**src/rtl/spi_rd_pkg.sv**
```systemverilog
// Constants shared by the serial register read slave and its byte FIFO.
// Assumes a single 50 MHz system clock; the serial link is oversampled.
package spi_rd_pkg;
   localparam int          SYS_CLK_HZ   = 50000000;
   localparam int          BYTE_BITS    = 8;
   localparam int          ADDR_BITS    = 7;
   localparam int          SYNC_STAGES  = 3;
   localparam int          FIFO_DEPTH   = 16;
   localparam int          RD_FLAG_POS  = 7;          // Read flag in control byte
   localparam logic        RD_FLAG_VAL  = 1'h1;       // Read command value
   localparam logic [2:0]  BIT_LAST     = 3'h7;       // Index of the last bit of a byte
   localparam logic [2:0]  BIT_FIRST    = 3'h0;
   localparam logic [7:0]  ADDR_MSB_SET = 8'h80;      // Full register address top bit
   localparam logic [7:0]  BYTE_ZERO    = 8'h00;

   typedef enum logic [3:0]
   {
      ST_IDLE = 4'h1,
      ST_CTRL = 4'h2,
      ST_DATA = 4'h4,
      ST_SKIP = 4'h8
   } link_state_type;
endpackage

```
**src/rtl/byte_fifo.sv**
```systemverilog
// Small synchronous FIFO with valid and ready on both sides.
// Assumes one clock and a synchronous active-low reset.
`timescale 1ns/1ns
module byte_fifo
   import spi_rd_pkg::*;
#(
   parameter int WIDTH = 8,
   parameter int DEPTH = 16
)
(
   input  wire logic             sys_clk_i,
   input  wire logic             resetn_i,
   input  wire logic             flush_i,
   input  wire logic [WIDTH-1:0] in_data_i,
   input  wire logic             in_valid_i,
   output logic                  in_ready_o,
   output logic [WIDTH-1:0]      out_data_o,
   output logic                  out_valid_o,
   input  wire logic             out_ready_i
);
   localparam int AW = $clog2(DEPTH);

   typedef struct packed
   {
      logic [AW-1:0] wr_ptr;
      logic [AW-1:0] rd_ptr;
      logic [AW:0]   count;
   } fifo_state_type;

   fifo_state_type    st_reg;
   fifo_state_type    st_next;
   logic [WIDTH-1:0]  mem [DEPTH];
   logic              push;
   logic              pop;

   ////////////////////////////////////////////////////////////////////////
   // Handshakes
   assign in_ready_o  = (st_reg.count != (AW+1)'(DEPTH));
   assign out_valid_o = (st_reg.count != '0);
   assign out_data_o  = mem[st_reg.rd_ptr];
   assign push        = in_valid_i & in_ready_o & ~flush_i;
   assign pop         = out_valid_o & out_ready_i & ~flush_i;

   // Pointer and count update
   always_comb
   begin
      st_next = st_reg;
      if (flush_i)
      begin
         st_next = '0;
      end
      else
      begin
         if (push)
            st_next.wr_ptr = st_reg.wr_ptr + 1'b1;
         if (pop)
            st_next.rd_ptr = st_reg.rd_ptr + 1'b1;
         if (push && !pop)
            st_next.count = st_reg.count + 1'b1;
         else if (pop && !push)
            st_next.count = st_reg.count - 1'b1;
      end
   end

   // State register and storage
   always_ff @(posedge sys_clk_i)
   begin
      if (!resetn_i)
         st_reg <= '0;
      else
         st_reg <= st_next;
      if (push)
         mem[st_reg.wr_ptr] <= in_data_i;
   end
endmodule

```
**src/rtl/spi_register_read_slave.sv**
```systemverilog
// Serial register read slave: control byte in, auto-incremented bytes out.
// Assumes the link pins are asynchronous to sys_clk_i and the link clock
// is well below a quarter of the system clock. A register source outside
// answers rd_req_o with a byte on rd_data_i and rd_valid_i.
`timescale 1ns/1ns
module spi_register_read_slave
   import spi_rd_pkg::*;
#(
   parameter int DEPTH = FIFO_DEPTH
)
(
   input  wire logic                 sys_clk_i,
   input  wire logic                 resetn_i,
   input  wire logic                 three_wire_select_i,
   input  wire logic                 csn_i,
   input  wire logic                 sck_i,
   input  wire logic                 sdi_i,
   output logic                      sdi_o,
   output logic                      sdi_oe_o,
   output logic                      sdo_o,
   output logic                      sdo_oe_o,
   output logic                      rd_req_o,
   output logic [BYTE_BITS-1:0]      rd_addr_o,
   input  wire logic                 rd_ready_i,
   input  wire logic [BYTE_BITS-1:0] rd_data_i,
   input  wire logic                 rd_valid_i,
   output logic                      mode11_o,
   output logic                      busy_o
);
   typedef struct packed
   {
      logic [SYNC_STAGES-1:0] csn_sync;
      logic [SYNC_STAGES-1:0] sck_sync;
      logic [SYNC_STAGES-1:0] sdi_sync;
      logic                   csn_q;
      logic                   sck_q;
      logic                   sdi_q;
      link_state_type         state;
      logic                   mode11;
      logic [2:0]             bit_cnt;
      logic [BYTE_BITS-1:0]   shift_in;
      logic [BYTE_BITS-1:0]   shift_out;
      logic [BYTE_BITS-1:0]   addr;
      logic                   req;
      logic                   pending;
      logic                   out_bit;
      logic                   drive;
      logic                   loaded;
   } slave_state_type;

   slave_state_type       st_reg;
   slave_state_type       st_next;
   logic                  csn_fall;
   logic                  csn_rise;
   logic                  sck_rise;
   logic                  sck_fall;
   logic                  fifo_in_ready;
   logic                  fifo_out_valid;
   logic                  fifo_pop;
   logic [BYTE_BITS-1:0]  fifo_out_data;
   logic [BYTE_BITS-1:0]  out_src;
   logic                  flush;

   // Agreement of the second and third stages counts as a change
   function automatic logic agreed(input logic [SYNC_STAGES-1:0] s);
      return s[1] & s[2];
   endfunction

   function automatic logic agreed_low(input logic [SYNC_STAGES-1:0] s);
      return ~(s[1] | s[2]);
   endfunction

   ////////////////////////////////////////////////////////////////////////
   // Edge detection on filtered pin levels
   assign csn_fall = st_reg.csn_q & agreed_low(st_reg.csn_sync);
   assign csn_rise = ~st_reg.csn_q & agreed(st_reg.csn_sync);
   assign sck_rise = ~st_reg.sck_q & agreed(st_reg.sck_sync) & ~st_reg.csn_q;
   assign sck_fall = st_reg.sck_q & agreed_low(st_reg.sck_sync) & ~st_reg.csn_q;
   assign flush    = csn_rise | (st_reg.state == ST_IDLE);
   assign fifo_pop = (st_reg.state == ST_DATA) && !st_reg.loaded && fifo_out_valid;
   // Byte to shift: the held one, or the FIFO head popped on this very fall
   assign out_src  = st_reg.loaded ? st_reg.shift_out : fifo_out_data;

   // Prefetch FIFO between the register source and the shifter
   byte_fifo #(
      .WIDTH (BYTE_BITS),
      .DEPTH (DEPTH)
   ) u_fifo (
      .sys_clk_i   (sys_clk_i),
      .resetn_i    (resetn_i),
      .flush_i     (flush),
      .in_data_i   (rd_data_i),
      .in_valid_i  (rd_valid_i),
      .in_ready_o  (fifo_in_ready),
      .out_data_o  (fifo_out_data),
      .out_valid_o (fifo_out_valid),
      .out_ready_i (fifo_pop)
   );

   ////////////////////////////////////////////////////////////////////////
   // Next-state logic
   always_comb
   begin
      st_next          = st_reg;
      st_next.csn_sync = {st_reg.csn_sync[SYNC_STAGES-2:0], csn_i};
      st_next.sck_sync = {st_reg.sck_sync[SYNC_STAGES-2:0], sck_i};
      st_next.sdi_sync = {st_reg.sdi_sync[SYNC_STAGES-2:0], sdi_i};
      if (st_reg.csn_sync[1] == st_reg.csn_sync[2])
         st_next.csn_q = st_reg.csn_sync[2];
      if (st_reg.sck_sync[1] == st_reg.sck_sync[2])
         st_next.sck_q = st_reg.sck_sync[2];
      if (st_reg.sdi_sync[1] == st_reg.sdi_sync[2])
         st_next.sdi_q = st_reg.sdi_sync[2];
      // Request handshake with the register source; one request in flight,
      // so a returning byte always finds room in the FIFO
      if (rd_valid_i)
         st_next.pending = 1'b0;
      if (st_reg.req && rd_ready_i)
      begin
         st_next.req     = 1'b0;
         st_next.pending = 1'b1;
         st_next.addr    = st_reg.addr + 1'b1;
      end
      if (st_reg.state == ST_DATA && !st_reg.req && !st_reg.pending && fifo_in_ready)
         st_next.req = 1'b1;
      if (fifo_pop)
      begin
         st_next.shift_out = fifo_out_data;
         st_next.loaded    = 1'b1;
      end
      case (st_reg.state)
         ST_IDLE:
         begin
            st_next.drive   = 1'b0;
            st_next.req     = 1'b0;
            st_next.pending = 1'b0;
            if (csn_fall)
            begin
               st_next.mode11  = st_reg.sck_q;
               st_next.bit_cnt = BIT_FIRST;
               st_next.loaded  = 1'b0;
               st_next.state   = ST_CTRL;
            end
         end
         ST_CTRL:
         begin
            if (sck_rise)
            begin
               st_next.shift_in = {st_reg.shift_in[BYTE_BITS-2:0], st_reg.sdi_q};
               st_next.bit_cnt  = st_reg.bit_cnt + 1'b1;
               if (st_reg.bit_cnt == BIT_LAST)
               begin
                  // Top address bit is restored as one
                  if (st_reg.shift_in[RD_FLAG_POS-1] == RD_FLAG_VAL)
                  begin
                     st_next.addr  = {1'b0, st_reg.shift_in[ADDR_BITS-2:0], st_reg.sdi_q} | ADDR_MSB_SET;
                     st_next.req   = 1'b1;     // First fetch at once, ahead of the first fall
                     st_next.state = ST_DATA;
                  end
                  else
                     st_next.state = ST_SKIP;
               end
            end
         end
         ST_DATA:
         begin
            // Shift out on falling edge, MSB first
            if (sck_fall && (st_reg.loaded || fifo_pop))
            begin
               st_next.drive     = 1'b1;
               st_next.loaded    = 1'b1;
               st_next.out_bit   = out_src[BYTE_BITS-1];
               st_next.shift_out = {out_src[BYTE_BITS-2:0], 1'b0};
            end
            if (sck_rise && st_reg.drive)
            begin
               st_next.bit_cnt = st_reg.bit_cnt + 1'b1;
               if (st_reg.bit_cnt == BIT_LAST)
                  st_next.loaded = 1'b0;
            end
         end
         ST_SKIP:
            st_next.drive = 1'b0;
         default:
            st_next.state = ST_IDLE;
      endcase
      if (csn_rise)
      begin
         st_next.state  = ST_IDLE;
         st_next.drive  = 1'b0;
         st_next.req     = 1'b0;
         st_next.pending = 1'b0;
         st_next.loaded  = 1'b0;
      end
   end

   // State register
   always_ff @(posedge sys_clk_i)
   begin
      if (!resetn_i)
      begin
         st_reg           <= '0;
         st_reg.csn_sync  <= '1;
         st_reg.csn_q     <= 1'b1;
         st_reg.state     <= ST_IDLE;
         st_reg.shift_out <= BYTE_ZERO;
      end
      else
         st_reg <= st_next;
   end

   ////////////////////////////////////////////////////////////////////////
   // Pin drivers: line choice follows three_wire_select
   assign sdo_o     = st_reg.out_bit;
   assign sdi_o     = st_reg.out_bit;
   assign sdo_oe_o  = st_reg.drive & ~three_wire_select_i;
   assign sdi_oe_o  = st_reg.drive & three_wire_select_i;
   assign rd_req_o  = st_reg.req;
   assign rd_addr_o = st_reg.addr;
   assign mode11_o  = st_reg.mode11;
   assign busy_o    = (st_reg.state != ST_IDLE);
endmodule

```
**config.mk**
```make
export PLATFORM = sky130hd
export DESIGN_NAME = spi_register_read_slave
export DESIGN_NICKNAME = d
export VERILOG_FILES = /design/src/rtl/spi_rd_pkg.sv /design/src/rtl/byte_fifo.sv /design/src/rtl/spi_register_read_slave.sv
export SDC_FILE = /design/constraint.sdc
export NUM_CORES = 1
export LEC_CHECK = 0
export BUFFER_PORTS_ARGS = -buffer_cell sky130_fd_sc_hd__clkbuf_2
export CORE_UTILIZATION = 60
export CTS_CLUSTER_DIAMETER = 40
export CTS_CLUSTER_SIZE = 20
export DETAILED_ROUTE_END_ITERATION = 8
export PLACE_DENSITY = 0.88
export SLEW_MARGIN = 20
export SYNTH_ARGS = -nofsm -noshare
export SYNTH_HDL_FRONTEND = slang
export SYNTH_SLANG_ARGS = --single-unit
```
**constraint.sdc**
```tcl
create_clock -name sys_clk_i -period 7.3 [get_ports sys_clk_i]
set_input_delay 0.73 -clock sys_clk_i [delete_from_list [all_inputs] [get_ports sys_clk_i]]
set_output_delay 0.73 -clock sys_clk_i [all_outputs]
set_load 0.03 [all_outputs]
```
==> results.yml, run 1 <==
critical_path:
  startpoint_type: "flip-flop"
  cp.arrival_ns: 3.61
  worst-path-buf-inv: 1
  cp.required_ns: 7.65
  path_cells: "nor4b_4 -> o211a_2 -> nand2_1 -> ha_1 -> inv_1 -> ha_1 -> a21o_1 -> a21oi_1 -> xnor2_1 -> or3_1 -> a21oi_1"
  cp-startpoint: "st_reg[35]"
  slowest_stage: "dfxtp_1"
  cp-end-kind: "flip-flop"
  r2r_start: "st_reg[35]"
  cp_max_fo: 10
  critPathTopFamily: "simple AND/OR/NAND/NOR gates"
  path_class: "flip-flop to flip-flop"
  crit_path_max_incr_delay_ns: 0.59
pwr:
  p_int_mw: 1.69
  p_total_mw: 2.13
  clockPowerShare: 0.439
  power.share.combinational: 0.014
  power_density_nw_per_um2: 239
  power.share.switching: 0.208
  switching_power_mw: 0.444
  power_leakage_nw: 2.99
  p_seq_frac: 0.547
  peakVddDrop_mv: 0.260
floorplan:
  start_util: 0.613
  rows: 42
  ios: 31
  coreArea_um2: 13200
  die_w_um: 118
  die_area_um2: 14000
  die_y_um: 118
clock_network:
  worstSkewPairLatency_ns: 0.43
  cts_resized: 0
  cts_buffer_depth: 2
  clock-root-buffer: "clkbuf_16"
  cts_setup_buffers: 0
  clk_pin_slew_worst_paths_ns: 0.07
  htreeDepth: 4
  cts_buffers: 17
  hold_buffers: 0
  cts_tree: "built"
  cts_num_sinks: 193
cells_and_area:
  areaGrowthSynthToFinish_pct: 10.1
  utilization: 0.675
  largest_register_ffs: 128
  fillCellCount: 869
  drive_gt1_frac: 0.192
  seqCellArea_um2: 5140
  multi_input_area_um2: 2720
  fin_nets: 630
  antenna_cells: 0
synthesis:
  synth_cell_types: 61
  synth_cells: 576
  ys_warn_count: 0
  ys_ff_latch: 193
  ys.flop_type: "edfxtp_1"
  synth_area_um2: 8120
  synth_edf_count: 128
  async_flop_share: 0
  synth-seq-area-share: 0.634
  syn_nets: 609
  avgSynthCellArea_um2: 14.1
timing:
  slew_headroom: 0.258
  whs_ns: 0.434
  max_freq_mhz: 307
  skew_ns: 0.0133
  final_hold_viol_count: 0
  final.min_clock_period_ns: 3.26
  finalMaxSlewViolations: 0
  setup_viol: 0
  min_period_over_period: 0.446
  worstMarginPinSlew_ns: 1.11
  setup_tns_ns: 0
  rsz0062_at_grt: "false"
detailed_routing:
  vias_per_cell: 6.22
  firstDrtPassIters: 5
  ant_nets: 0
  wl_mm: 16.3
  drtIter0Drc: 598
  vias: 4886
  route.detailed.drc: 0
  wl_per_cell_um: 20.8
job:
  cap_viol_max_count: 0
min_path:
  hp-start: "st_next[47]"
  min_path_type: "flip-flop to flip-flop"
global_routing:
  met3_usage: 0.0598
  grt_pass1_wl_mm: 26.3
  grt_util_met2: 0.417
  met1_usage: 0.317
  grt_usage: 0.254
  grt_max_degree: 31
  antenna_found_initial: 0
  overflow: 0
  first_global_vias: 4931
  top_usage_layer: "met2"
placed_design:
  numPortBuffers: 30
  dp_hpwl_mm: 10.3
  place_congestion: 0.869
run_status:
  status: "finished, final reports clean"
-- layout make-up --
cell class,count,share of cell area
Tap cell,176,0.0246
Clock inverter,14,0.0188
Timing Repair Buffer,38,0.0235
Sequential cell,193,0.576
Inverter,14,0.00588
Clock buffer,17,0.0476
Multi-Input combinational cell,333,0.304
-- synth_stat cells (all sizes together) (2+ instances only) --
cell	number	area (µm²)
nor2	47	176
o32ai	3	26.3
nand3	17	85.1
nor3b	2	20.0
or3	2	12.5
a21oi	32	160
or4	2	18.8
ha	16	200
mux2	4	45.0
a2111oi	2	36.3
o21a	4	30.0
a22oi	2	15.0
clkbuf	8	30.0
and3	2	12.5
and2	7	43.8
nor3	7	35.0
xnor2	9	78.8
o211a	2	20.0
nand2	44	168
xor2	10	87.6
nor4	6	43.8
nor4b	4	71.3
edfxtp	128	3840
a21o	2	15.0
nand4	5	31.3
a211oi	9	67.6
buf	28	173
mux2i	17	170
nand2b	5	31.3
nor2b	6	37.5
dfxtp	65	1300
mux4	32	721
o211ai	4	35.0
inv	13	48.8
o21ai	16	80.1
-- worst reg2reg max path: stages (launching register included) --
cell     delay [ns]
dfxtp_1        0.59
nor4b_4        0.54
o211a_2        0.38
nand2_1        0.11
ha_1           0.23
inv_1          0.14
ha_1           0.30
a21o_1         0.19
a21oi_1        0.17
xnor2_1        0.09
or3_1          0.31
a21oi_1        0.13
-- per-layer routing --
layer / vias up / routed length (µm)
met5: - / 0
met4: 0 / 441
met3: 38 / 1060
met2: 213 / 8160
met1: 2429 / 6650
li1: 2206 / -
-- cell families (layout without fill, tap and decap cells) --
family / count (synthesis) / in the layout / share of synthesized area
AND/OR/NAND/NOR: 159 / 159 / 0.100
adder cells (fa/ha/maj): 17 / 17 / 0.0271
XOR/XNOR: 19 / 19 / 0.0205
multiplexers: 53 / 53 / 0.115
buffers and inverters: 50 / 83 / 0.0314
AO/OA/AOI/OAI: 85 / 85 / 0.0715
flip-flops: 193 / 193 / 0.634
-- placed cells by master (no fill, tap or decap), types with 3 or more instances in the layout --
cell          n
a211oi_1      9
a21oi_1      32
o211ai_1      3
nor3_1        7
buf_4         8
mux2i_1      17
inv_8         4
xor2_1       10
nand2b_1      5
o32ai_1       3
nand3_1      17
o21a_1        4
nor2_1       47
inv_1        13
nor4_1        5
mux4_2       32
nand4_1       5
o21ai_0      16
xnor2_1       9
nand2_1      43
dfxtp_1      65
clkinvlp_4    3
clkbuf_16    17
nor2b_1       6
and2_1        7
ha_1         16
mux2_2        4
edfxtp_1    128
inv_6         4
clkbuf_2     30
-- worst paths after layout --
kind / slack (ns) / cells after the start / endpoint
max: 4.04 / 11 / u_fifo.st_reg[4]
min: 0.43 / 1 / st_next[48]
max reg2reg: 4.04 / 11 / u_fifo.st_reg[4]
min reg2reg: 0.43 / 1 / st_next[48]
-- power groups by stage --
| stage | sequential [mW] | clock (mW) | combinational, mW |
|---|---|---|---|
| finish | 1.17 | 0.936 | 0.0293 |
| global route | 1.17 | 0.988 | 0.0323 |
| floorplan | 1.19 | 0 | 0.0125 |
| detailed placement | 1.19 | 0 | 0.0291 |
| CTS | 1.17 | 0.946 | 0.0292 |
| global placement | 1.19 | 0 | 0.0267 |
-- stage by stage --
| stage | instance area (µm²) | std cells | setup slack, ns |
|---|---|---|---|
| after floorplan | 8120 | 576 | 4.37 |
| after global placement | 8340 | 754 | 4.27 |
| after detailed placement | 8340 | 754 | 4.13 |
| after CTS | 8940 | 785 | 4.10 |
| after global routing | 8940 | 785 | 3.80 |
| final | 8940 | 785 | 4.04 |
No activity file was read; power rests on OpenSTA's default activity.
==> run 2: changes to the inputs <==
--- a/config.mk
+++ b/config.mk
@@ -5,6 +5,7 @@
 export SDC_FILE = /design/constraint.sdc
 export NUM_CORES = 1
 export LEC_CHECK = 0
+export ABC_AREA = 1
 export BUFFER_PORTS_ARGS = -buffer_cell sky130_fd_sc_hd__clkbuf_2
 export CORE_UTILIZATION = 60
 export CTS_CLUSTER_DIAMETER = 40
==> constraint.sdc (replaced) <==
create_clock -name sys_clk_i -period 3.4 [get_ports sys_clk_i]
set_input_delay 0.34 -clock sys_clk_i [delete_from_list [all_inputs] [get_ports sys_clk_i]]
set_output_delay 0.34 -clock sys_clk_i [all_outputs]
set_load 0.03 [all_outputs]
==> run 2 against run 1 <==
Against the previous run: synthesized area rose by 7.2%; utilization fell by 0.14 points; critical path depth rose by 3; sequential power rose by 110%; clock skew fell by 0.0044 ns; global-route usage fell by 0.053 points; die area rose by 7.0%; sequential cell count did not move; first-iteration DRC count rose by 4.3%; synthesized cell count rose by 67%; via count rose by 29%; non-clock buffer count fell by 3.
==> results.yml, run 2 <==
cells_and_area:
  fin_area_um2: 9420
  antenna_cells: 0
  drive_gt1_frac: 0.0959
  areaGrowthSynthToFinish_pct: 8.33
  fin_nets: 1011
  largest_register_ffs: 128
  fillCellCount: 1016
  layout_commonest_cell: "nand2_1"
  mostFrequentLayoutCells: "nand2_1, inv_1, edfxtp_1"
clock_network:
  worstSkewPairLatency_ns: 0.43
  cts_buffers: 17
  cts_setup_buffers: 0
  cts_buffer_depth: 2
  cts_tree: "built"
  hold_buffers: 0
  clock-root-buffer: "clkbuf_16"
  htreeDepth: 4
  cts_num_sinks: 193
  cts_resized: 0
  clk_pin_slew_worst_paths_ns: 0.06
synthesis:
  synth_top_cell_by_area: "edfxtp_1"
  synth_top_cells_by_area: "edfxtp_1, dfxtp_1, nand2_1"
  synth_cells: 963
  async_flop_share: 0
  ys_warn_count: 0
  ys_top_cells_by_count: "nand2_1, inv_1, edfxtp_1"
  ys_ff_latch: 193
  synth_area_um2: 8700
  post-synth-top-count-cell: "nand2_1"
  ys.flop_type: "edfxtp_1"
  synth-seq-area-share: 0.592
  synth_cell_types: 40
  yosysTopAreaCellShare: 0.442
  synth_edf_count: 128
  avgSynthCellArea_um2: 9.03
  syn_nets: 996
run_status:
  status: "finished, final reports clean"
detailed_routing:
  wl_mm: 18.0
  route.detailed.drc: 0
  drtIter0Drc: 624
  ant_nets: 0
  vias_per_cell: 5.39
  vias: 6317
  wl_per_cell_um: 15.3
  firstDrtPassIters: 5
timing:
  setup_viol: 0
  slew_headroom: 0.358
  whs_ns: 0.0934
  finalMaxSlewViolations: 0
  final_hold_viol_count: 0
  setup_ws_ns: 0.508
  skew_ns: 0.00888
  setup_tns_ns: 0
  worstMarginPinSlew_ns: 0.960
  final.min_clock_period_ns: 2.89
  rsz0062_at_grt: "false"
  min_period_over_period: 0.851
  max_freq_mhz: 346
global_routing:
  overflow: 0
  first_global_vias: 5928
  grt_pass1_wl_mm: 28.2
  grt_max_degree: 66
  grt_usage: 0.254
  antenna_found_initial: 0
pwr:
  power_leakage_nw: 4.14
  p_total_mw: 4.41
  power_density_nw_per_um2: 468
  peakVddDrop_mv: 0.386
critical_path:
  cp.arrival_ns: 3.22
  cp-end-kind: "flip-flop"
  slowest_stage: "dfxtp_1"
  startpoint_type: "flip-flop"
  path_cells: "clkinv_1 -> nand3_2 -> nor2_2 -> inv_1 -> ha_1 -> inv_1 -> fa_1 -> a21o_1 -> a21oi_1 -> nor2_1 -> nor2_1 -> nand2_1 -> nor2_1 -> nor2_1"
  cp_max_fo: 13
  cpMostUsedCell: "nor2_1"
  worst-path-buf-inv: 3
  cp.required_ns: 3.73
  critPathTopFamily: "simple AND/OR/NAND/NOR gates"
  crit_path_max_incr_delay_ns: 0.47
  path_class: "flip-flop to flip-flop"
floorplan:
  ios: 31
  die_w_um: 122
  start_util: 0.622
  die_area_um2: 15000
  die_y_um: 122
  rows: 43
  coreArea_um2: 14000
placed_design:
  dp_hpwl_mm: 11.5
  dp_slack_ns: 0.625
  placed_area_um2: 8880
  numPortBuffers: 30
  place_congestion: 0.914
min_path:
  min_path_type: "primary input to flip-flop"
job:
  cap_viol_max_count: 0
-- run 2: cell types whose count changed after synthesis, moves of 10 or more --
| cell | previous run | this run |
|---|---|---|
| nor2_1 | 47 | 68 |
| nand2_1 | 43 | 272 |
| nand3_1 | 17 | 105 |
| mux4_2 | 32 | 0 |
| inv_1 | 13 | 148 |
| inv_2 | 0 | 10 |
| mux2i_1 | 17 | 0 |
-- run 2: through the flow --
stage,util,std cells
2_1_floorplan,-,963
3_3_place_gp,0.635,1139
3_5_place_dp,0.635,1139
4_1_cts,0.674,1171
5_1_grt,0.674,1171
6_report,0.674,1171
-- run 2: power breakdown --
part | internal [mW] | switching (mW)
Sequential | 2.50 | 0.00360
Combinational | 0.0183 | 0.0539
Clock | 1.02 | 0.821
-- run 2: cell type report --
type	instances	area [µm²]	area share
timing repair buffer	35	188	0.0199
clock inverter	12	93.8	0.00996
sequential	193	5150	0.546
clock buffer	20	447	0.0474
tap	180	225	0.0239
multi-input combinational	571	2720	0.289
inverter	160	602	0.0639
-- run 2: kinds of logic (layout without fill, tap and decap cells) --
| family | count (synthesis) | in the layout | synth area share |
|---|---|---|---|
| xor gates and xnor gates | 9 | 9 | 0.00906 |
| AOI/OAI and AO/OA | 79 | 79 | 0.0518 |
| buffers and inverters | 199 | 227 | 0.0957 |
| and+or+nand+nor | 466 | 466 | 0.227 |
| adders and majority gates | 17 | 17 | 0.0253 |
| DFF | 193 | 193 | 0.592 |
-- run 2: per-layer routing --
metal / part of all wire / global-route usage / up-vias
met5: 0 / 0 / -
met4: 0.031 / 0.156 / 0
met3: 0.069 / 0.0474 / 50
met2: 0.50 / 0.407 / 269
met1: 0.40 / 0.319 / 2907
li1: - / - / 3091
-- run 2: worst paths after layout --
kind	slack [ns]	depth (start not counted)	from	endpoint
worst min register to register	0.42	2	st_next[44]	st_next[45]
worst max-delay path	0.51	14	st_reg[0]	u_fifo.st_reg[4]
worst max register to register	0.51	14	st_reg[0]	u_fifo.st_reg[4]
worst min-delay path	0.09	3	sck_i	st_next[44]
-- run 2: worst reg2reg max path, cell delays in order, from the launching register on --
cell and delay [ns]:
dfxtp_1 0.47, clkinv_1 0.33, nand3_2 0.32, nor2_2 0.09, inv_1 0.13, ha_1 0.21, inv_1 0.11, fa_1 0.42
a21o_1 0.17, a21oi_1 0.18, nor2_1 0.06, nor2_1 0.08, nand2_1 0.07, nor2_1 0.09, nor2_1 0.05
